==> config.mk <==
export PLATFORM = sky130hd
export DESIGN_NAME = precise_exception_sequencer
export DESIGN_NICKNAME = d
export VERILOG_FILES = /design/src/rtl/exc_seq_pkg.sv /design/src/rtl/first_set_picker.sv /design/src/rtl/oldest_fault_slot.sv /design/src/rtl/precise_exception_sequencer.sv
export SDC_FILE = /design/constraint.sdc
export NUM_CORES = 1
export LEC_CHECK = 0
export BUFFER_PORTS_ARGS = -buffer_cell sky130_fd_sc_hd__buf_2
export CAP_MARGIN = 20
export CELL_PAD_IN_SITES_DETAIL_PLACEMENT = 0
export CELL_PAD_IN_SITES_GLOBAL_PLACEMENT = 1
export CORE_UTILIZATION = 30
export CTS_CLUSTER_DIAMETER = 120
export DETAILED_ROUTE_END_ITERATION = 10
export GPL_ROUTABILITY_DRIVEN = 0
export PLACE_DENSITY = 0.7
export SETUP_SLACK_MARGIN = 0.05
export SLEW_MARGIN = 20
export SYNTH_ARGS = -nofsm -noshare
export SYNTH_HDL_FRONTEND = slang
export SYNTH_SLANG_ARGS = --single-unit
export TNS_END_PERCENT = 1
==> constraint.sdc <==
create_clock -name clk -period 4.6 [get_ports clk]
set_input_delay 0.92 -clock clk [delete_from_list [all_inputs] [get_ports clk]]
set_output_delay 0.92 -clock clk [all_outputs]
set_load 0.05 [all_outputs]
==> src/rtl/exc_seq_pkg.sv <==
//==============================================================================
//==============================================================================
package exc_seq_pkg;

  //============================================================================
  // Widths
  localparam int TAG_W = 6;
  localparam int PC_W = 32;
  localparam int SYNC_N = 10;
  localparam int SYNC_IW = 4;
  localparam int ASYNC_N = 5;
  localparam int ASYNC_IW = 3;
  localparam int CODE_W = 5;
  localparam int RA_W = 6;
  localparam int MS_W = 2;
  localparam int AEN_W = 3;
  localparam int IS_W = 3;

  //============================================================================
  // Synchronous condition bits, lowest index wins within one instruction
  localparam int SY_ISI = 0;
  localparam int SY_DSI = 1;
  localparam int SY_ALIGN = 2;
  localparam int SY_PROGRAM = 3;
  localparam int SY_FP_UNAVAIL = 4;
  localparam int SY_SYSCALL = 5;
  localparam int SY_TRACE = 6;
  localparam int SY_ITLB_MISS = 7;
  localparam int SY_DLD_MISS = 8;
  localparam int SY_DST_MISS = 9;
  localparam logic [SYNC_N-1:0] TLB_MISS_MASK = 10'h380;

  // Asynchronous precise sources
  localparam int AS_EXT = 0;
  localparam int AS_SMI = 1;
  localparam int AS_DEC = 2;
  localparam int AS_PERF = 3;
  localparam int AS_THERM = 4;

  // Cause codes reported in the cause register
  localparam logic [CODE_W-1:0] CODE_SYSRST = 5'h00;
  localparam logic [CODE_W-1:0] CODE_MCHECK = 5'h01;
  localparam logic [CODE_W-1:0] CODE_SYNC_BASE = 5'h02;
  localparam logic [CODE_W-1:0] CODE_ASYNC_BASE = 5'h0C;

  //============================================================================
  // Register offsets (byte addresses)
  localparam logic [RA_W-1:0] OFS_MSTATE = 6'h00;
  localparam logic [RA_W-1:0] OFS_HWCFG = 6'h04;
  localparam logic [RA_W-1:0] OFS_AEN = 6'h08;
  localparam logic [RA_W-1:0] OFS_SRA = 6'h0C;
  localparam logic [RA_W-1:0] OFS_SRS = 6'h10;
  localparam logic [RA_W-1:0] OFS_DFC = 6'h14;
  localparam logic [RA_W-1:0] OFS_CAUSE = 6'h18;
  localparam logic [RA_W-1:0] OFS_ISTAT = 6'h1C;
  localparam logic [RA_W-1:0] OFS_IMASK = 6'h20;

  // Field positions and reset values
  localparam int MS_EE = 0;
  localparam int MS_PR = 1;
  localparam int HW_TSE = 0;
  localparam int AEN_SMI = 0;
  localparam int AEN_PERF = 1;
  localparam int AEN_THERM = 2;
  localparam int IS_TAKEN = 0;
  localparam int IS_MCHECK = 1;
  localparam int IS_SYSRST = 2;
  localparam logic [MS_W-1:0] MSTATE_RST = 2'h0;
  localparam logic HWCFG_RST = 1'b0;
  localparam logic [AEN_W-1:0] AEN_RST = 3'h0;
  localparam logic [IS_W-1:0] ISTAT_RST = 3'h0;
  localparam logic [IS_W-1:0] IMASK_RST = 3'h0;

  //============================================================================
  // Vector offsets
  localparam logic [PC_W-1:0] VEC_SYSRST = 32'h0000_0100;
  localparam logic [PC_W-1:0] VEC_MCHECK = 32'h0000_0200;
  localparam logic [PC_W-1:0] VEC_DSI = 32'h0000_0300;
  localparam logic [PC_W-1:0] VEC_ISI = 32'h0000_0400;
  localparam logic [PC_W-1:0] VEC_EXT = 32'h0000_0500;
  localparam logic [PC_W-1:0] VEC_ALIGN = 32'h0000_0600;
  localparam logic [PC_W-1:0] VEC_PROGRAM = 32'h0000_0700;
  localparam logic [PC_W-1:0] VEC_FP_UNAVAIL = 32'h0000_0800;
  localparam logic [PC_W-1:0] VEC_DEC = 32'h0000_0900;
  localparam logic [PC_W-1:0] VEC_SYSCALL = 32'h0000_0C00;
  localparam logic [PC_W-1:0] VEC_TRACE = 32'h0000_0D00;
  localparam logic [PC_W-1:0] VEC_PERF = 32'h0000_0F00;
  localparam logic [PC_W-1:0] VEC_ITLB_MISS = 32'h0000_1000;
  localparam logic [PC_W-1:0] VEC_DLD_MISS = 32'h0000_1100;
  localparam logic [PC_W-1:0] VEC_DST_MISS = 32'h0000_1200;
  localparam logic [PC_W-1:0] VEC_SMI = 32'h0000_1400;
  localparam logic [PC_W-1:0] VEC_THERM = 32'h0000_1700;

  // Vector offset for a cause code
  function automatic logic [PC_W-1:0] vector_offset(input logic [CODE_W-1:0] code);
    case (code)
      5'h00: vector_offset = VEC_SYSRST;
      5'h01: vector_offset = VEC_MCHECK;
      5'h02: vector_offset = VEC_ISI;
      5'h03: vector_offset = VEC_DSI;
      5'h04: vector_offset = VEC_ALIGN;
      5'h05: vector_offset = VEC_PROGRAM;
      5'h06: vector_offset = VEC_FP_UNAVAIL;
      5'h07: vector_offset = VEC_SYSCALL;
      5'h08: vector_offset = VEC_TRACE;
      5'h09: vector_offset = VEC_ITLB_MISS;
      5'h0A: vector_offset = VEC_DLD_MISS;
      5'h0B: vector_offset = VEC_DST_MISS;
      5'h0C: vector_offset = VEC_EXT;
      5'h0D: vector_offset = VEC_SMI;
      5'h0E: vector_offset = VEC_DEC;
      5'h0F: vector_offset = VEC_PERF;
      5'h10: vector_offset = VEC_THERM;
      default: vector_offset = VEC_SYSRST;
    endcase
  endfunction : vector_offset

  // True when tag a is older than tag b; window must stay below half the tag space
  function automatic logic tag_older(input logic [TAG_W-1:0] a, input logic [TAG_W-1:0] b);
    logic [TAG_W-1:0] d;
    d = a - b;
    tag_older = d[TAG_W-1];
  endfunction : tag_older

endpackage : exc_seq_pkg

==> src/rtl/first_set_picker.sv <==
//==============================================================================
// Lowest-index request wins
module first_set_picker #(
  parameter int N = 4,
  parameter int IW = 2
) (
  // Requests
  input wire logic [N-1:0] req,
  // Result
  output logic found,
  output logic [IW-1:0] idx
);

  // Scan from the top so the lowest set bit is the last written
  always_comb begin
    found = 1'b0;
    idx = '0;
    for (int i = N - 1; i >= 0; i--) begin
      if (req[i]) begin
        found = 1'b1;
        idx = IW'(i);
      end
    end
  end

endmodule : first_set_picker

==> src/rtl/oldest_fault_slot.sv <==
//==============================================================================
// Holds the oldest faulting instruction and all its pending conditions
module oldest_fault_slot
  import exc_seq_pkg::*;
(
  // Clock and reset
  input wire logic clk,
  input wire logic rst_b,
  // Report from the pipeline
  input wire logic rep_valid,
  input wire logic [TAG_W-1:0] rep_tag,
  input wire logic [PC_W-1:0] rep_pc,
  input wire logic [SYNC_N-1:0] rep_causes,
  // Control from the sequencer
  input wire logic clr_valid,
  input wire logic [SYNC_IW-1:0] clr_idx,
  input wire logic flush,
  // Held record
  output logic held_valid,
  output logic [TAG_W-1:0] held_tag,
  output logic [PC_W-1:0] held_pc,
  output logic [SYNC_N-1:0] held_causes
);

  logic [TAG_W-1:0] tag_reg, tag_next;
  logic [PC_W-1:0] pc_reg, pc_next;
  logic [SYNC_N-1:0] causes_reg, causes_next;
  logic [SYNC_N-1:0] kept;

  // Clear first, then merge the report so a same-tag or older condition is not lost; a younger tag is dropped
  always_comb begin
    tag_next = tag_reg;
    pc_next = pc_reg;
    kept = causes_reg;
    if (flush) begin
      kept = '0;
    end else if (clr_valid) begin
      kept[clr_idx] = 1'b0;
    end
    causes_next = kept;
    if (rep_valid && (rep_causes != '0)) begin
      if ((kept == '0) || tag_older(rep_tag, tag_reg)) begin
        tag_next = rep_tag;
        pc_next = rep_pc;
        causes_next = rep_causes;
      end else if (rep_tag == tag_reg) begin
        causes_next = kept | rep_causes;
      end
    end
  end

  // Record registers
  always_ff @(posedge clk or negedge rst_b) begin
    if (!rst_b) begin
      tag_reg <= '0;
      pc_reg <= '0;
      causes_reg <= '0;
    end else begin
      tag_reg <= tag_next;
      pc_reg <= pc_next;
      causes_reg <= causes_next;
    end
  end

  assign held_valid = (causes_reg != '0);
  assign held_tag = tag_reg;
  assign held_pc = pc_reg;
  assign held_causes = causes_reg;

endmodule : oldest_fault_slot

==> src/rtl/precise_exception_sequencer.sv <==
//==============================================================================
// Exception recognition, ordering and handler entry
//
// Local design decisions: the register addresses and the address-and-strobe port.
module precise_exception_sequencer
  import exc_seq_pkg::*;
#(
  parameter logic [PC_W-1:0] VEC_BASE = 32'h0000_0000
) (
  // Clock and reset
  input wire logic clk,
  input wire logic rst_b,
  // Register port
  input wire logic [RA_W-1:0] reg_addr,
  input wire logic [31:0] reg_wdata,
  input wire logic reg_wr,
  input wire logic reg_rd,
  output logic [31:0] reg_rdata,
  // Synchronous fault reports from the pipeline
  input wire logic fault_valid,
  input wire logic [TAG_W-1:0] fault_tag,
  input wire logic [PC_W-1:0] fault_pc,
  input wire logic [SYNC_N-1:0] fault_causes,
  input wire logic [31:0] fault_dsi_detail,
  // Completion status
  input wire logic [TAG_W-1:0] head_tag,
  input wire logic exec_idle,
  input wire logic [PC_W-1:0] next_pc,
  input wire logic return_req,
  // External events
  input wire logic ext_irq,
  input wire logic smi_irq,
  input wire logic perf_irq,
  input wire logic thermal_irq,
  input wire logic mcheck_in,
  input wire logic hard_reset_in,
  input wire logic soft_reset_in,
  input wire logic [31:0] decrementer_count,
  // Fetch redirection
  output logic redirect_valid,
  output logic [PC_W-1:0] redirect_addr,
  output logic flush_pipe,
  output logic supervisor,
  output logic external_irq_enable,
  // Interrupt
  output logic irq_out
);

  typedef enum logic [1:0] {ST_IDLE, ST_DRAIN, ST_SETTLE} seq_state_t;

  //============================================================================
  // State
  seq_state_t state_reg, state_next;
  logic [MS_W-1:0] machine_state_reg, machine_state_next;
  logic hw_impl_config_reg, hw_impl_config_next;
  logic [AEN_W-1:0] aen_reg, aen_next;
  logic [PC_W-1:0] save_restore_address_reg, save_restore_address_next;
  logic [MS_W-1:0] save_restore_state_reg, save_restore_state_next;
  logic [31:0] data_fault_cause_reg, data_fault_cause_next;
  logic [31:0] dfc_pend_reg, dfc_pend_next;
  logic [CODE_W-1:0] cause_reg, cause_next;
  logic [IS_W-1:0] istat_reg, istat_next;
  logic [IS_W-1:0] imask_reg, imask_next;
  logic [31:0] rdata_reg, rdata_next;
  logic [ASYNC_IW-1:0] sel_reg, sel_next;
  logic dec_msb_reg, dec_pend_reg, dec_pend_next;
  logic rst_lvl_reg, mck_lvl_reg;
  logic sysrst_pend_reg, sysrst_pend_next;
  logic mck_pend_reg, mck_pend_next;
  logic redirect_reg, redirect_next;
  logic [PC_W-1:0] raddr_reg, raddr_next;
  logic flush_reg, flush_next;

  //============================================================================
  // Fault slot and pickers
  logic slot_valid;
  logic [TAG_W-1:0] slot_tag;
  logic [PC_W-1:0] slot_pc;
  logic [SYNC_N-1:0] slot_causes;
  logic [SYNC_N-1:0] rep_causes;
  logic slot_clr, slot_flush;
  logic sync_found, async_found;
  logic [SYNC_IW-1:0] sync_idx;
  logic [ASYNC_IW-1:0] async_idx;
  logic [ASYNC_N-1:0] async_req;
  logic sync_go, ee, dec_rise, rst_rise, mck_rise;
  logic take;
  logic [CODE_W-1:0] take_code;
  logic [PC_W-1:0] take_pc;

  // Table-search misses never enter the slot while the search enable is off
  assign rep_causes = hw_impl_config_reg ? fault_causes : (fault_causes & ~TLB_MISS_MASK);

  oldest_fault_slot u_slot (
    .clk(clk),
    .rst_b(rst_b),
    .rep_valid(fault_valid),
    .rep_tag(fault_tag),
    .rep_pc(fault_pc),
    .rep_causes(rep_causes),
    .clr_valid(slot_clr),
    .clr_idx(sync_idx),
    .flush(slot_flush),
    .held_valid(slot_valid),
    .held_tag(slot_tag),
    .held_pc(slot_pc),
    .held_causes(slot_causes)
  );

  first_set_picker #(.N(SYNC_N), .IW(SYNC_IW)) u_sync_pick (
    .req(slot_causes),
    .found(sync_found),
    .idx(sync_idx)
  );

  first_set_picker #(.N(ASYNC_N), .IW(ASYNC_IW)) u_async_pick (
    .req(async_req),
    .found(async_found),
    .idx(async_idx)
  );

  //============================================================================
  // Event recognition
  assign ee = machine_state_reg[MS_EE];
  assign dec_rise = decrementer_count[31] & ~dec_msb_reg;
  assign rst_rise = (hard_reset_in | soft_reset_in) & ~rst_lvl_reg;
  assign mck_rise = mcheck_in & ~mck_lvl_reg;
  // Oldest faulting instruction at the head: every older one has completed
  assign sync_go = slot_valid & sync_found & (slot_tag == head_tag);

  // Maskable sources gated by interrupt enable, SMI, PERF and THERM also by per-source enables; the decrementer only by its pend
  always_comb begin
    async_req = '0;
    async_req[AS_EXT] = ext_irq & ee;
    async_req[AS_SMI] = smi_irq & ee & aen_reg[AEN_SMI];
    async_req[AS_DEC] = dec_pend_reg;
    async_req[AS_PERF] = perf_irq & ee & aen_reg[AEN_PERF];
    async_req[AS_THERM] = thermal_irq & ee & aen_reg[AEN_THERM];
  end

  //============================================================================
  // Sequencer: pick what to take, then apply register effects
  always_comb begin
    state_next = state_reg;
    sel_next = sel_reg;
    take = 1'b0;
    take_code = CODE_SYSRST;
    take_pc = next_pc;
    slot_clr = 1'b0;
    slot_flush = 1'b0;
    // Reset and machine check are imprecise: no drain, no mask
    if ((state_reg != ST_SETTLE) && sysrst_pend_reg) begin
      take = 1'b1;
      take_code = CODE_SYSRST;
    end else if ((state_reg != ST_SETTLE) && mck_pend_reg) begin
      take = 1'b1;
      take_code = CODE_MCHECK;
    end else begin
      case (state_reg)
        ST_IDLE: begin
          if (sync_go) begin
            take = 1'b1;
            take_code = CODE_W'(CODE_SYNC_BASE + CODE_W'(sync_idx));
            take_pc = slot_pc;
          end else if (async_found) begin
            state_next = ST_DRAIN;
            sel_next = async_idx;
          end
        end
        ST_DRAIN: begin
          if (sync_go) begin
            take = 1'b1;
            take_code = CODE_W'(CODE_SYNC_BASE + CODE_W'(sync_idx));
            take_pc = slot_pc;
          end else if (!async_req[sel_reg]) begin
            state_next = ST_IDLE;
          end else if (exec_idle) begin
            take = 1'b1;
            take_code = CODE_W'(CODE_ASYNC_BASE + CODE_W'(sel_reg));
          end
        end
        ST_SETTLE: begin
          // One cycle for the flush to reach the pipeline before re-arbitrating
          state_next = ST_IDLE;
        end
        default: begin
          state_next = ST_IDLE;
        end
      endcase
    end
    if (take) begin
      state_next = ST_SETTLE;
      if (take_code >= CODE_SYNC_BASE && take_code < CODE_ASYNC_BASE) begin
        slot_clr = 1'b1;
      end else begin
        slot_flush = 1'b1;
      end
    end
  end

  // Register file, pending flags and entry effects
  always_comb begin
    machine_state_next = machine_state_reg;
    hw_impl_config_next = hw_impl_config_reg;
    aen_next = aen_reg;
    save_restore_address_next = save_restore_address_reg;
    save_restore_state_next = save_restore_state_reg;
    data_fault_cause_next = data_fault_cause_reg;
    dfc_pend_next = dfc_pend_reg;
    cause_next = cause_reg;
    istat_next = istat_reg;
    imask_next = imask_reg;
    redirect_next = 1'b0;
    raddr_next = raddr_reg;
    flush_next = 1'b0;
    sysrst_pend_next = sysrst_pend_reg | rst_rise;
    mck_pend_next = mck_pend_reg | mck_rise;
    // DSI detail follows the oldest reported fault
    if (fault_valid && rep_causes[SY_DSI] &&
        (!slot_valid || !tag_older(slot_tag, fault_tag))) begin
      dfc_pend_next = fault_dsi_detail;
    end
    // Software writes
    if (reg_wr) begin
      case (reg_addr)
        OFS_MSTATE: machine_state_next = reg_wdata[MS_W-1:0];
        OFS_HWCFG: hw_impl_config_next = reg_wdata[HW_TSE];
        OFS_AEN: aen_next = reg_wdata[AEN_W-1:0];
        OFS_SRA: save_restore_address_next = reg_wdata;
        OFS_SRS: save_restore_state_next = reg_wdata[MS_W-1:0];
        OFS_ISTAT: istat_next = istat_reg & ~reg_wdata[IS_W-1:0];
        OFS_IMASK: imask_next = reg_wdata[IS_W-1:0];
        default: begin
        end
      endcase
    end
    // Return from handler restores state and resumes
    if (return_req && !take && state_reg == ST_IDLE) begin
      machine_state_next = save_restore_state_reg;
      redirect_next = 1'b1;
      raddr_next = save_restore_address_reg;
      flush_next = 1'b1;
    end
    // Entry: save context, go supervisor, fetch at the vector
    if (take) begin
      save_restore_address_next = take_pc;
      save_restore_state_next = machine_state_reg;
      machine_state_next = MSTATE_RST;
      cause_next = take_code;
      redirect_next = 1'b1;
      raddr_next = VEC_BASE | vector_offset(take_code);
      flush_next = 1'b1;
      istat_next[IS_TAKEN] = 1'b1;
      if (take_code == CODE_SYSRST) begin
        sysrst_pend_next = rst_rise;
        istat_next[IS_SYSRST] = 1'b1;
      end
      if (take_code == CODE_MCHECK) begin
        mck_pend_next = mck_rise;
        istat_next[IS_MCHECK] = 1'b1;
      end
      if (take_code == CODE_W'(CODE_SYNC_BASE + CODE_W'(SY_DSI))) begin
        data_fault_cause_next = dfc_pend_reg;
      end
    end
    // Decrementer pend: a new rise wins over the clear by entry
    dec_pend_next = dec_pend_reg;
    if (take && take_code == CODE_W'(CODE_ASYNC_BASE + CODE_W'(AS_DEC))) begin
      dec_pend_next = 1'b0;
    end
    if (dec_rise && ee) begin
      dec_pend_next = 1'b1;
    end
    // Read data valid only in the cycle after the strobe
    rdata_next = '0;
    if (reg_rd) begin
      case (reg_addr)
        OFS_MSTATE: rdata_next = 32'(machine_state_reg);
        OFS_HWCFG: rdata_next = 32'(hw_impl_config_reg);
        OFS_AEN: rdata_next = 32'(aen_reg);
        OFS_SRA: rdata_next = save_restore_address_reg;
        OFS_SRS: rdata_next = 32'(save_restore_state_reg);
        OFS_DFC: rdata_next = data_fault_cause_reg;
        OFS_CAUSE: rdata_next = 32'(cause_reg);
        OFS_ISTAT: rdata_next = 32'(istat_reg);
        OFS_IMASK: rdata_next = 32'(imask_reg);
        default: rdata_next = '0;
      endcase
    end
  end

  //============================================================================
  // Registers; power-on leaves a system reset pending
  always_ff @(posedge clk or negedge rst_b) begin
    if (!rst_b) begin
      state_reg <= ST_IDLE;
      sel_reg <= '0;
      machine_state_reg <= MSTATE_RST;
      hw_impl_config_reg <= HWCFG_RST;
      aen_reg <= AEN_RST;
      save_restore_address_reg <= '0;
      save_restore_state_reg <= MSTATE_RST;
      data_fault_cause_reg <= '0;
      dfc_pend_reg <= '0;
      cause_reg <= CODE_SYSRST;
      istat_reg <= ISTAT_RST;
      imask_reg <= IMASK_RST;
      rdata_reg <= '0;
      dec_msb_reg <= 1'b0;
      dec_pend_reg <= 1'b0;
      rst_lvl_reg <= 1'b0;
      mck_lvl_reg <= 1'b0;
      sysrst_pend_reg <= 1'b1;
      mck_pend_reg <= 1'b0;
      redirect_reg <= 1'b0;
      raddr_reg <= '0;
      flush_reg <= 1'b0;
    end else begin
      state_reg <= state_next;
      sel_reg <= sel_next;
      machine_state_reg <= machine_state_next;
      hw_impl_config_reg <= hw_impl_config_next;
      aen_reg <= aen_next;
      save_restore_address_reg <= save_restore_address_next;
      save_restore_state_reg <= save_restore_state_next;
      data_fault_cause_reg <= data_fault_cause_next;
      dfc_pend_reg <= dfc_pend_next;
      cause_reg <= cause_next;
      istat_reg <= istat_next;
      imask_reg <= imask_next;
      rdata_reg <= rdata_next;
      dec_msb_reg <= decrementer_count[31];
      dec_pend_reg <= dec_pend_next;
      rst_lvl_reg <= hard_reset_in | soft_reset_in;
      mck_lvl_reg <= mcheck_in;
      sysrst_pend_reg <= sysrst_pend_next;
      mck_pend_reg <= mck_pend_next;
      redirect_reg <= redirect_next;
      raddr_reg <= raddr_next;
      flush_reg <= flush_next;
    end
  end

  //============================================================================
  // Outputs
  assign reg_rdata = rdata_reg;
  assign redirect_valid = redirect_reg;
  assign redirect_addr = raddr_reg;
  assign flush_pipe = flush_reg;
  assign supervisor = ~machine_state_reg[MS_PR];
  assign external_irq_enable = machine_state_reg[MS_EE];
  assign irq_out = |(istat_reg & imask_reg);

endmodule : precise_exception_sequencer

==> results of run 1 <==
-- worst paths after layout --
path | end | cells after the start
worst max-delay path | u_slot.held_pc[31] | 14
worst min-delay path | sysrst_pend_reg | 1
worst max register to register | u_slot.held_pc[31] | 14
worst min register to register | sysrst_pend_reg | 1
max in group asynchronous | redirect_addr[30] | 2
min in group asynchronous | reg_rdata[27] | 1
-- power breakdown --
group          total (mW)  internal (mW)  switching [mW]
Clock                2.38           1.48           0.898
Sequential           3.35           2.79           0.566
Combinational        3.30           1.39            1.91
-- routing by layer --
metal,up-vias,track usage [%]
met4,4,5.45
li1,4003,-
met1,4253,25.6
met5,-,0
met2,301,28.2
met3,63,2.95
-- worst max-delay path, delay by kind of cell, from the launching register on --
family / cells / cell delay [ns]
AOI/OAI and AO/OA: 6 / 1.30
adders and majority gates: 1 / 0.25
buffers and inverters: 3 / 0.42
DFF: 1 / 0.50
muxes: 1 / 0.32
and+or+nand+nor: 3 / 0.90
-- per-stage QoR --
stage | area, sq um | hold slack [ns] | setup WS, ns | std cells
6_report | 14100 | 0.416 | 0.762 | 1690
5_1_grt | 14100 | 0.451 | 0.508 | 1688
4_1_cts | 14000 | 0.424 | 0.762 | 1684
3_5_place_dp | 13000 | 0.398 | 0.267 | 1632
3_3_place_gp | 13000 | 0.395 | 0.325 | 1632
2_1_floorplan | 11200 | 0.379 | 0.396 | 952
-- layout make-up --
type | count | area [sq um] | area share, %
multi-input combinational | 630 | 4920 | 35.0
sequential | 239 | 5980 | 42.5
clock buffer | 40 | 837 | 5.95
inverter | 32 | 120 | 0.854
antenna | 6 | 15.0 | 0.107
timing repair buffer | 263 | 1440 | 10.2
tap | 468 | 586 | 4.16
clock inverter | 12 | 163 | 1.16
-- cell families (layout without fill, tap and decap cells) --
logic type	after synthesis	count (layout)	share of synthesized area (%)
flops	239	239	53.4
compound gates	232	232	15.2
fa+ha+maj	17	17	1.90
buf+inv	83	347	3.11
xor+xnor	9	9	0.704
mux	150	150	15.7
simple gates	222	222	9.96
other cells	0	6	0
-- layout by cell type, fill, tap and decap left out, types with 7 or more instances in the layout --
cell,synthesis,layout
and3_1,32,32
ha_1,17,17
inv_1,31,31
a31oi_1,8,8
mux2i_1,46,46
nand2_1,58,57
buf_4,1,20
and2_1,8,7
a21oi_1,44,43
nor2_1,59,57
a211oi_1,37,37
clkbuf_16,0,29
o21ai_0,21,21
a22oi_1,34,34
nand3_1,18,17
mux2_4,33,33
nor3_1,11,11
clkinv_2,0,7
a22o_1,34,34
clkbuf_8,0,7
buf_2,2,238
xor2_1,9,9
mux2_2,71,71
dfrtp_1,238,238
==> results.md, run 1 <==
Outcome:
- The flow ran to the end, and the final reports show no timing, DRC or antenna violations.

Clock tree:
- Counting every sink on the clock net gives 239.
- The number of hold-repair buffers added at the cts stage is 0.
- In this run the clock root is driven by a clkbuf_16.
- In this run the number of H-tree levels came out at 1.
- The CTS tree is built.
- In this run the deepest clock path goes through 3 buffers.
- Once the clock tree was built, the setup fixing pass inserted 0 buffers.
- The clock transition at the register clock pins on the worst setup and hold paths after CTS is 0.06 ns.
- Buffers inserted during clock tree synthesis total 29.
- The source-to-sink clock delay at the later pin of the worst-skew pair is 0.54 ns.
- The number of resized instances in the post-cts repair step is 0.

Routing:
- The routed wire length on met2 is 15.7 mm.
- Once detail routing completed, the nets flagged for antenna violations numbered 0.
- The iteration-0 DRC count of the detailed router is 483.
- The total wire length after detailed routing is 34.3 mm.
- The sum of routed wire segments on met1 is 15.6 mm.
- The routed length per instance is 20.3 microns.
- Signal routing reaches up to met5.
- After detailed routing, the met3 layer carries 1.97 mm of wire.
- The total via count in the routed design is 8624.
- The total iterations of the first detailed-routing run is 6.
- The number of design rule violations left after detail routing is 0.
- In the routed layout, each cell is associated on average with a via count of 5.10.

Finish:
- Compared with the post-synthesis result, the final layout area differs by 25.6%.
- At the end of the flow, the number of nets in the layout was 1414.
- The final core area utilization is 38.3%.
- The fill cell instance count of the final layout is 3592.
- Cells with a size suffix above 1 make up 35.9% of the layout.

Setup path:
- The kind of start point of the critical path is a flop.
- At the worst endpoint, the required time is 5.02 ns.
- The worst stage delay on the critical path is 0.52 ns.
- The cell with the largest stage delay on the worst path is nor4_4.
- Along the worst path, the maximum fanout reaches 18.
- Walking the worst path, the cells encountered are nor4_4 > a311oi_4 > and2_1 > nor3_1 > a2bb2oi_1 > inv_1 > ha_1 > inv_1 > o211a_2 > o41a_1 > o41ai_4 > a21oi_4 > buf_12 > mux2_4.
- STA classifies the critical path endpoint as a flop.
- Across all register-to-register paths, the minimum setup slack is 0.76 ns.
- The critical path is of the reg2reg type.
- The launching point of the worst reg2reg path is u_slot.held_causes[5].
- The start point of the critical path is u_slot.held_causes[5].
- For the worst setup path, the data arrival time is 4.26 ns.
- The cell repeated most along the worst path is inv_1.

STA:
- The hold violation total from the final report is 0.
- Setup violations remaining at the end of the flow were counted as 0.
- The worst-margin pin slew is 0.943 ns.
- The share of the cycle needed by the critical path after routing is 83.4%.
- The clock period could shrink to 3.84 ns.
- The fmax is 261 MHz.
- Headroom to the max-slew limit came out at 37.2%.
- Setup repair after global routing left no endpoint under its margin.
- Setup total negative slack on the finished layout was measured at 0 ns.
- Across the routed clock network, the largest skew measured is 0.0135 ns.
- The max-slew violation count came to 0.

Die:
- The die width is 195 microns.
- The y dimension of the die is 195 microns.
- The floorplan has 70 rows.
- The die covers 0.0381 sq mm.
- The core region is 0.0367 sq mm.
- The initial utilization of the core area, before any placement, comes to 30.5%.
- The total I/O pin count is 271.

Logic synthesis:
- The synthesized area divided by synthesized cell count is 11.8 sq um.
- The number of synthesized register bits is 239.
- By count the netlist is led by dfrtp_1 (238), mux2_2 (71), nor2_1 (59), nand2_1 (58), mux2i_1 (46).
- The net count after synthesis is 1171.
- The top cell type by total area after synthesis is dfrtp_1.
- The mapped netlist covers 0.0112 sq mm.
- The synthesis warning total is 0.
- By area the synthesized netlist is led by dfrtp_1 (53%), mux2_2 (7.1%), mux2_4 (4.4%).
- Synthesis handed over a netlist of 952 instances.
- The share of synthesized registers carrying an async set or reset is 100%.
- Synthesis instantiated 65 different standard cells from the library.
- By instance count, the leading cell after synthesis is dfrtp_1.
- In this run, synthesis inferred 0 flip-flops with an integrated enable.
- The top cell type by area accounts for 53.2% of the synthesized area.
- The post-synthesis sequential area ratio is 53.4%.
- In the synthesized netlist the dominant register cell turns out to be dfrtp_1.

Place:
- The half-perimeter wire length after detailed placement is 23.8 mm.
- In this run the tool buffered the top-level ports with 239 buffer cells.

Global routing:
- The via count of the first global-routing pass is 8783.
- The final global-route overflow total is 0.
- The number of antenna violations at the first check in global routing is 8.
- Entering global routing, the biggest net connects 119 pins.
- Global routing consumed, over all layers together, 18.1% of the routing resources.
- The first global-routing pass estimated 53.3 mm of wire.

Worst hold path:
- The path class of the tightest hold or removal check is reg2reg.
- The startpoint identified for the worst hold timing path is rst_lvl_reg.

Run:
- The max-capacitance violation count is 0.

Pwr:
- VDD sags by at most 0.309 mV.
- The power density over cell area is 642 mW/mm^2.
- The design draws 9.03 mW.
- For this design the static power due to leakage is 6.98 nW.
No activity file was read; power rests on OpenSTA's default activity.
==> run 2: changes to the inputs <==
--- a/config.mk
+++ b/config.mk
@@ -5,6 +5,7 @@
 export SDC_FILE = /design/constraint.sdc
 export NUM_CORES = 1
 export LEC_CHECK = 0
+export ABC_AREA = 1
 export BUFFER_PORTS_ARGS = -buffer_cell sky130_fd_sc_hd__buf_2
 export CAP_MARGIN = 20
 export CELL_PAD_IN_SITES_DETAIL_PLACEMENT = 0
@@ -13,7 +14,7 @@
 export CTS_CLUSTER_DIAMETER = 120
 export DETAILED_ROUTE_END_ITERATION = 10
 export GPL_ROUTABILITY_DRIVEN = 0
-export PLACE_DENSITY = 0.7
+export PLACE_DENSITY = 0.75
 export SETUP_SLACK_MARGIN = 0.05
 export SLEW_MARGIN = 20
 export SYNTH_ARGS = -nofsm -noshare
==> constraint.sdc (replaced) <==
create_clock -name clk -period 3.3 [get_ports clk]
set_input_delay 0.66 -clock clk [delete_from_list [all_inputs] [get_ports clk]]
set_output_delay 0.66 -clock clk [all_outputs]
set_load 0.05 [all_outputs]
==> results.md, run 2 <==
Die:
- The die width is 197 microns.
- The y dimension of the die is 197 microns.
- The effective utilization at floorplan is 30.8%.
- The total I/O pin count is 271.
- In this run the core area contains 70 standard-cell rows.
- The core region is 0.0370 sq mm.
- The area enclosed by the die boundary is 0.0387 sq mm.

STA:
- Once routing completed, OpenROAD measured the worst setup slack at 0.283 ns.
- Derived from the worst setup path, the maximum achievable clock frequency is 331 MHz.
- The share of the cycle needed by the critical path after routing is 91.4%.
- Setup repair after global routing left no endpoint under its margin.
- The worst slew margin relative to its limit is 43.5%.
- The hold violation total from the final report was 0.
- The max-slew violation count is 0.
- The worst setup skew after layout is 0.0161 ns.
- At the pin with the least slew margin, the transition time is 0.848 ns.
- After layout, the minimum clock period comes to 3.02 ns.
- Setup violations remaining at the end of the flow were counted as 0.

Setup path:
- Across all register-to-register paths, the minimum setup slack is 0.28 ns.
- Walking the worst path, the cells encountered are xnor2_1 > nand2_1 > nor2_4 > buf_4 > nand3_4 > nand2_1 > nor2_1 > nor2_2 > inv_1 > ha_2 > a21oi_2 > nand3_2 > nand2_2 > nand2_4 > nand2_2 > nand2_2 > nor2_2 > nand3_2 > nand2_4 > nand2_8 > clkbuf_16 > nand2_1 > nand2_1.
- STA classifies the critical path endpoint as a flop.
- The worst setup path is launched from a flop.
- The launching point of the worst reg2reg path is u_slot.held_tag[0].
- The critical path class is reg2reg.
- The most numerous cell type found on the critical path is nand2_1.
- The required time at the worst-slack endpoint is 3.76 ns.
- Counting buffers and inverters, the worst setup path is 23 cells deep.
- The cell with the largest stage delay on the worst path is dfrtp_1.
- The cell family contributing the most delay on the critical path is simple AND/OR/NAND/NOR gates.
- Along the worst path, the maximum fanout reaches 8.
- The worst stage delay on the critical path is 0.44 ns.
- The terminus of the critical flop-to-flop path is u_slot.held_pc[2].
- Data arrives at the worst endpoint at 3.48 ns.
- Measured in cells, the most critical reg-to-reg path has a length of 23.
- The critical path contains buffers and inverters numbering 3 combined.

Clock tree:
- The CTS tree is built.
- In this run, CTS created clock tree buffers numbering 29.
- The source-to-sink clock delay at the later pin of the worst-skew pair is 0.58 ns.
- The tree built by TritonCTS fans out to 239 sinks.
- The maximum buffer depth of the clock tree is 3.
- In this run the number of H-tree levels came out at 1.
- The root buffer cell chosen for the clock tree is clkbuf_16.
- The number of hold-repair buffers added at the cts stage is 0.
- The clock transition at the register clock pins on the worst setup and hold paths after CTS is 0.06 ns.

Logic synthesis:
- Ranked by total cell area, the synthesized netlist is headed by dfrtp_1 (52%), nand2_1 (12%), o21ai_0 (5.1%).
- When the netlist entered floorplanning its net count stood at 1528.
- The synthesized area divided by synthesized cell count is 8.69 sq um.
- Summing the areas of all xor and xnor instances in the mapped netlist gives 0.308% of the synthesized area.
- In the synthesized netlist the async set-or-reset flop fraction comes to 100%.
- Synthesis handed over a netlist of 1309 instances.
- In the synthesized netlist, mux cells make up 6.34% of the area.
- Summing the sequential cell areas from Yosys gives 52.6% of the chip area.
- The synthesized design spends more area on one cell type than any other, namely dfrtp_1.
- The most used flip-flop cell after synthesis is dfrtp_1.
- The share of the synthesized area in the top cell type is 52.4%.
- After synthesis, the largest family of logic cells by area is simple AND/OR/NAND/NOR gates.
- In this run, synthesis inferred 0 flip-flops with an integrated enable.
- By count the netlist is led by nand2_1 (365), dfrtp_1 (238), inv_1 (139), o21ai_0 (116), nand3_1 (95).
- The number of synthesized register bits is 239.
- Summing the areas of all fa, ha and maj instances in the mapped netlist gives 1.87% of the synthesized area.
- The synthesized netlist devotes 21.5% of its cell area to simple gates.
- nand2_1 is the most common cell in the netlist.
- The post-synthesis cell type count is 47.
- The total standard cell area after synthesis is 0.0114 sq mm.
- The synthesis warning total is 0.
- The share of the synthesized area in compound gates (AO/OA/AOI/OAI) is 10.2%.

Finish:
- The most common cell after layout, fill and taps aside is nand2_1.
- After the last flow step, the layout net total stands at 1824.
- Leaving out fill and tap cells, the most frequent cells in the layout are nand2_1 (354), buf_2 (238), dfrtp_1 (235).
- The fraction of layout cells with a size suffix above 1 is 29.4%.
- The layout overhead on the synthesized area is 30.2%.

Pwr:
- The power density over cell area is 946 mW/mm^2.
- For this design the static power due to leakage is 7.86 nW.
- The total design power is 14.0 mW.
- IR analysis of the VDD net gives a maximum drop of 0.665 mV.

Place:
- The worst setup slack before clock tree synthesis is -0.277 ns.
- After legalization and detailed placement, the total HPWL measured 26.6 mm.
- The number of buffers added on ports is 239.

Routing:
- The detailed router put a total of 17.9 mm of wire on met1.
- The residual antenna-violating net count after detailed routing is 0.
- Summed over all nets, wire length on met3 after detailed routing comes to 1.80 mm.
- The highest routing layer actually used is met4.
- The routed design has 36.4 mm of wire.
- The number of design rule violations left after detail routing is 0.
- Wire segments on met2 add up to 15.7 mm in the final route.
- The first detailed-routing pass ran for 4 iterations.
- After detailed routing, the number of vias per cell comes to 4.66.
- The total via count in the routed design is 9909.
- The iteration-0 DRC count of the detailed router is 610.
- The routed length per instance is 17.1 microns.

Run:
- The tool flagged a number of max-cap violations equal to 0.

Outcome:
- The flow ran to the end, and the final reports show no timing, DRC or antenna violations.

Global routing:
- The number of antenna violations at the first check in global routing is 3.
- After global routing the overflow that remains totals 0.
- The total global-route track usage is 18.7%.
- The via count of the first global-routing pass came to 9710.
- The maximum number of pins on one net before global-route repair is 103.
- The first global-routing pass estimated 55.8 mm of wire.

Worst hold path:
- The worst min-delay path class is in2async.
[run 2: cell count changes after synthesis, sizes merged, moves of 26 or more]
cell	before	now
inv	32	147
o21ai	22	118
nand2	58	373
a211oi	37	0
nor2	59	85
mux2i	46	0
a21oi	45	18
a22o	34	6
mux2	104	64
and3	33	1
nand3	18	97
[run 2: metal layers]
| metal | track usage (%) | vias to the layer above |
|---|---|---|
| li1 | - | 4857 |
| met1 | 28.5 | 4698 |
| met2 | 27.6 | 306 |
| met3 | 2.57 | 48 |
| met4 | 5.11 | 0 |
| met5 | 0 | - |
[run 2: power breakdown]
part	internal, mW	switching, mW	leakage (nW)	total [mW]
logic	2.20	4.03	4.37	6.23
clock network	1.83	1.28	0.447	3.11
registers	3.98	0.687	3.05	4.67
total	8.01	6.00	7.86	14.0
[run 2: cell type report]
type                       count  area (sq um)
antenna                        3          7.51
tap                          504           631
sequential                   239          5990
clock inverter                10           121
timing repair buffer         320          2000
fill                        3825         22200
clock buffer                  37           786
inverter                     150           563
multi-input combinational    865          4720
[run 2: worst reg2reg max path, stage by stage, from the launching register on]
cell and delay (ns):
dfrtp_1 0.44, xnor2_1 0.17, nand2_1 0.10, nor2_4 0.14, buf_4 0.13, nand3_4 0.09, nand2_1 0.08, nor2_1 0.05
nor2_2 0.11, inv_1 0.06, ha_2 0.18, a21oi_2 0.14, nand3_2 0.10, nand2_2 0.10, nand2_4 0.10, nand2_2 0.11
nand2_2 0.06, nor2_2 0.09, nand3_2 0.12, nand2_4 0.13, nand2_8 0.10, clkbuf_16 0.20, nand2_1 0.06, nand2_1 0.04
[run 2: what timing repair did]
item	in CTS	in global routing
hold endpoints to repair	0	0
gates resized for setup	6	41
pin swaps	5	21
setup endpoints to repair	44	48
cloned	1	2
buffers inserted	3	14
[run 2: kinds of logic after synthesis]
group | after synthesis
flops | 239
xor+xnor | 4
simple gates | 583
buf+inv | 205
compound gates | 197
mux | 64
fa+ha+maj | 17
[run 2: worst max-delay path by stage]
stage / slack (ns) / startpoint / endpoint
after floorplan: 0.06 / machine_state_reg[0] / u_slot.held_causes[9]
after global placement: -0.20 / head_tag[4] / u_slot.held_pc[24]
after detailed placement: -0.28 / head_tag[4] / u_slot.held_pc[18]
after CTS: 0.08 / u_slot.held_causes[7] / u_slot.held_pc[6]
after global routing: 0.04 / u_slot.held_tag[5] / u_slot.held_pc[7]
final: 0.28 / u_slot.held_tag[0] / u_slot.held_pc[2]
[run 2: stage by stage]
stage	hold slack (ns)	TNS, ns	cells	util, %	area, sq um
after floorplan	0.364	0	1309	-	11400
after global placement	0.394	-7.80	2058	36.6	13500
after detailed placement	0.411	-10.29	2058	36.6	13500
after CTS	0.175	0	2109	39.3	14500
after global routing	0.194	0	2128	40.1	14800
final	0.139	0	2128	40.1	14800
==> run 3: changes to the inputs <==
--- a/config.mk
+++ b/config.mk
@@ -6,15 +6,16 @@
 export NUM_CORES = 1
 export LEC_CHECK = 0
 export ABC_AREA = 1
-export BUFFER_PORTS_ARGS = -buffer_cell sky130_fd_sc_hd__buf_2
 export CAP_MARGIN = 20
 export CELL_PAD_IN_SITES_DETAIL_PLACEMENT = 0
 export CELL_PAD_IN_SITES_GLOBAL_PLACEMENT = 1
 export CORE_UTILIZATION = 30
 export CTS_CLUSTER_DIAMETER = 120
 export DETAILED_ROUTE_END_ITERATION = 10
+export DONT_BUFFER_PORTS = 1
 export GPL_ROUTABILITY_DRIVEN = 0
-export PLACE_DENSITY = 0.75
+export MAX_ROUTING_LAYER = met4
+export PLACE_DENSITY = 0.67
 export SETUP_SLACK_MARGIN = 0.05
 export SLEW_MARGIN = 20
 export SYNTH_ARGS = -nofsm -noshare
==> results.md, run 3 (synthesized netlist as in run 2, its figures left out) <==
Setup path:
- The most critical setup path has its startpoint at u_slot.held_causes[7].
- The critical path goes through nor2_4 > nand2_1 > nor2_2 > nand2_2 > buf_4 > nand3_4 > a31oi_1 > o21ai_1 > nand2_1 > ha_2 > a21oi_2 > nand3_2 > nand2_2 > nand2_4 > nand2_1 > nor2_2 > nor2_2 > nand3_2 > nand2_4 > nand2_8 > clkbuf_16 > nand2_1 > nand2_1.
- Among the stages of the critical path, the cell type that occurs most often is nand2_1.
- At the worst endpoint, the arrival time is 3.55 ns.
- The critical path in this run is classified as reg2reg.
- Along the worst path, the maximum fanout reaches 8.
- The cell with the largest stage delay on the worst path is dfrtp_1.
- The worst stage delay on the critical path is 0.42 ns.
- STA classifies the critical path startpoint as a flop.
- The family of cells with the greatest summed delay on the critical path is simple AND/OR/NAND/NOR gates.
- STA classifies the critical path endpoint as a flop.
- The count of buffer and inverter cells on the critical path is 2.
- The worst register-to-register path begins at u_slot.held_causes[7].
- For the worst setup path, the data required time is 3.76 ns.

Die:
- The total I/O pin count is 271.
- In this run the standard cell core region covers 0.0370 sq mm.
- Measured along the x axis, the die boundary spans 197 microns.
- The floorplan has 70 rows.
- For this configuration, the core starts out at a cell density of 30.8%.
- Measured along the y axis, the die boundary spans 197 microns.
- The die covers 0.0387 sq mm.

Routing:
- The total wire length after detailed routing is 35.9 mm.
- The routed length per instance is 19.0 microns.
- After the first detailed-routing iteration, the DRC count stood at 498.
- The via count normalized by instance count is 4.75.
- The total iterations of the first detailed-routing run is 5.
- The total via count in the routed design is 8954.
- The residual antenna-violating net count after detailed routing is 0.
- For this run, design rule violations remaining after detail routing come to 0.

STA:
- Of the available clock period, the critical path in the final layout requires 93.8%.
- The worst setup skew after layout is 0.0191 ns.
- The max-slew violation count is 0.
- The worst hold margin is -0.208 ns.
- The hold violation total from the final report came to 238.
- The fmax is 323 MHz.
- For the pin with the worst max-slew slack, the measured transition is 0.984 ns.
- The setup violation total in the final timing report is 0.
- The final critical delay including setup and external delays is 3.10 ns.
- Setup repair after global routing could not meet its margin everywhere.
- The worst slew margin relative to its limit is 34.4%.

Clock tree:
- The source-to-sink clock delay at the later pin of the worst-skew pair is 0.58 ns.
- The maximum buffer depth of the clock tree is 3.
- After clock tree synthesis, the clock-pin slew on the worst setup and hold paths is 0.06 ns.
- The clock net in this run drives a total of 239 sinks.
- TritonCTS built the clock tree.
- The number of CTS-inserted buffers is 29.
- The root buffer cell chosen for the clock tree is clkbuf_16.
- The maximum level of the CTS H-tree is 1.

Outcome:
- The final reports fail on negative hold slack.
- The run finished, with violations left.

Finish:
- In the final layout, flip-flops and latches occupy 0.00598 sq mm.
- The multi-input combinational cells in the finished layout cover a total of 0.00469 sq mm.
- In the layout the commonest cells are nand2_1 (359), dfrtp_1 (237), inv_1 (138).
- The most common cell after layout, fill and taps aside is nand2_1.
- The finished layout holds 1887 standard cells, fillers aside.
- The post-layout net count is 1577.
- The fraction of layout cells with a size suffix above 1 is 16.6%.
- The cell area after layout is 0.0136 sq mm.
- The layout overhead on the synthesized area is 19.8%.
- Fill cells in the final layout number 3847.

Pwr:
- The maximum resistive drop on vdd is 0.475 mV.
- Dividing total power by cell area gives a power density of 1040 mW/mm^2.
- The design draws 14.1 mW.
- In this run the static leakage power is 6.84 nW.

Place:
- Counting tap cells, the placed design contains a total of 1822 instances.
- The half-perimeter wire length after detailed placement is 26.1 mm.
- The placed cell area is 0.0123 sq mm.
- The number of buffers added on ports is 0.

Global routing:
- The via count of the first global-routing pass is 8823.
- The final global-route overflow total is 0.
- The global-route wire length before repair is 53.9 mm.
- The total global-route track usage is 18.9%.
- The maximum number of pins on one net before global-route repair is 240.
- The number of antenna violations at the first check in global routing is 3.

Run:
- Across the run, the number of max-cap violations was 0.

Worst hold path:
- The worst min-delay path class is in2async.
==> run 3: final cells by class <==
type	count	area share (%)
diodes	3	0.0551
clock buffers	39	6.12
well taps	504	4.63
repair buffers	73	4.94
inverters	150	4.13
clock inverters	14	1.76
multi-input cells	865	34.4
flip-flops and latches	239	43.9
==> run 3: metrics by stage <==
stage | hold slack, ns | setup TNS (ns) | worst slack (ns) | util, %
6_report | -0.208 | 0 | 0.204 | 36.9
5_1_grt | -0.240 | -2.70 | -0.0720 | 36.9
4_1_cts | -0.244 | 0 | 0.0311 | 36.3
3_5_place_dp | 0.376 | -7.19 | -0.188 | 33.2
3_3_place_gp | 0.372 | -3.63 | -0.107 | 33.2
2_1_floorplan | 0.364 | 0 | 0.0602 | -
==> run 3: power by group <==
part | switching, mW | internal (mW)
clock | 1.33 | 2.24
combinational | 3.14 | 2.01
sequential | 1.43 | 3.97
total | 5.90 | 8.22
==> run 3: final timing paths <==
| kind | to | slack (ns) | cells past startpoint |
|---|---|---|---|
| worst max-delay path | u_slot.held_pc[27] | 0.20 | 23 |
| worst min-delay path | data_fault_cause_reg[17] | -0.21 | 0 |
| worst max register to register | u_slot.held_pc[27] | 0.20 | 23 |
| worst min register to register | sysrst_pend_reg | 0.42 | 1 |
| max in group asynchronous | sysrst_pend_reg | 3.11 | 0 |
| min in group clk | mck_lvl_reg | 0.12 | 0 |
==> run 3: timing repair <==
action,4_1_cts,5_1_grt
buffers inserted,1,5
pin swaps,2,17
gates cloned,1,2
gates resized for setup,7,33
setup endpoints to repair,48,50
endpoints found under the hold margin,239,238
==> run 3: layer usage <==
layer | GRT usage, % | routed length, microns
met1 | 26.2 | 17000
met2 | 27.2 | 15600
met3 | 4.74 | 2570
met4 | 5.25 | 796
met5 | - | 0
==> run 3: worst reg2reg max path, cell delays in order (launching register included) <==
cell and delay [ns]:
dfrtp_1 0.42, nor2_4 0.15, nand2_1 0.07, nor2_2 0.15
nand2_2 0.08, buf_4 0.15, nand3_4 0.09, a31oi_1 0.10
o21ai_1 0.09, nand2_1 0.11, ha_2 0.20, a21oi_2 0.14
nand3_2 0.11, nand2_2 0.10, nand2_4 0.09, nand2_1 0.09
nor2_2 0.05, nor2_2 0.11, nand3_2 0.11, nand2_4 0.13
nand2_8 0.11, clkbuf_16 0.21, nand2_1 0.05, nand2_1 0.04
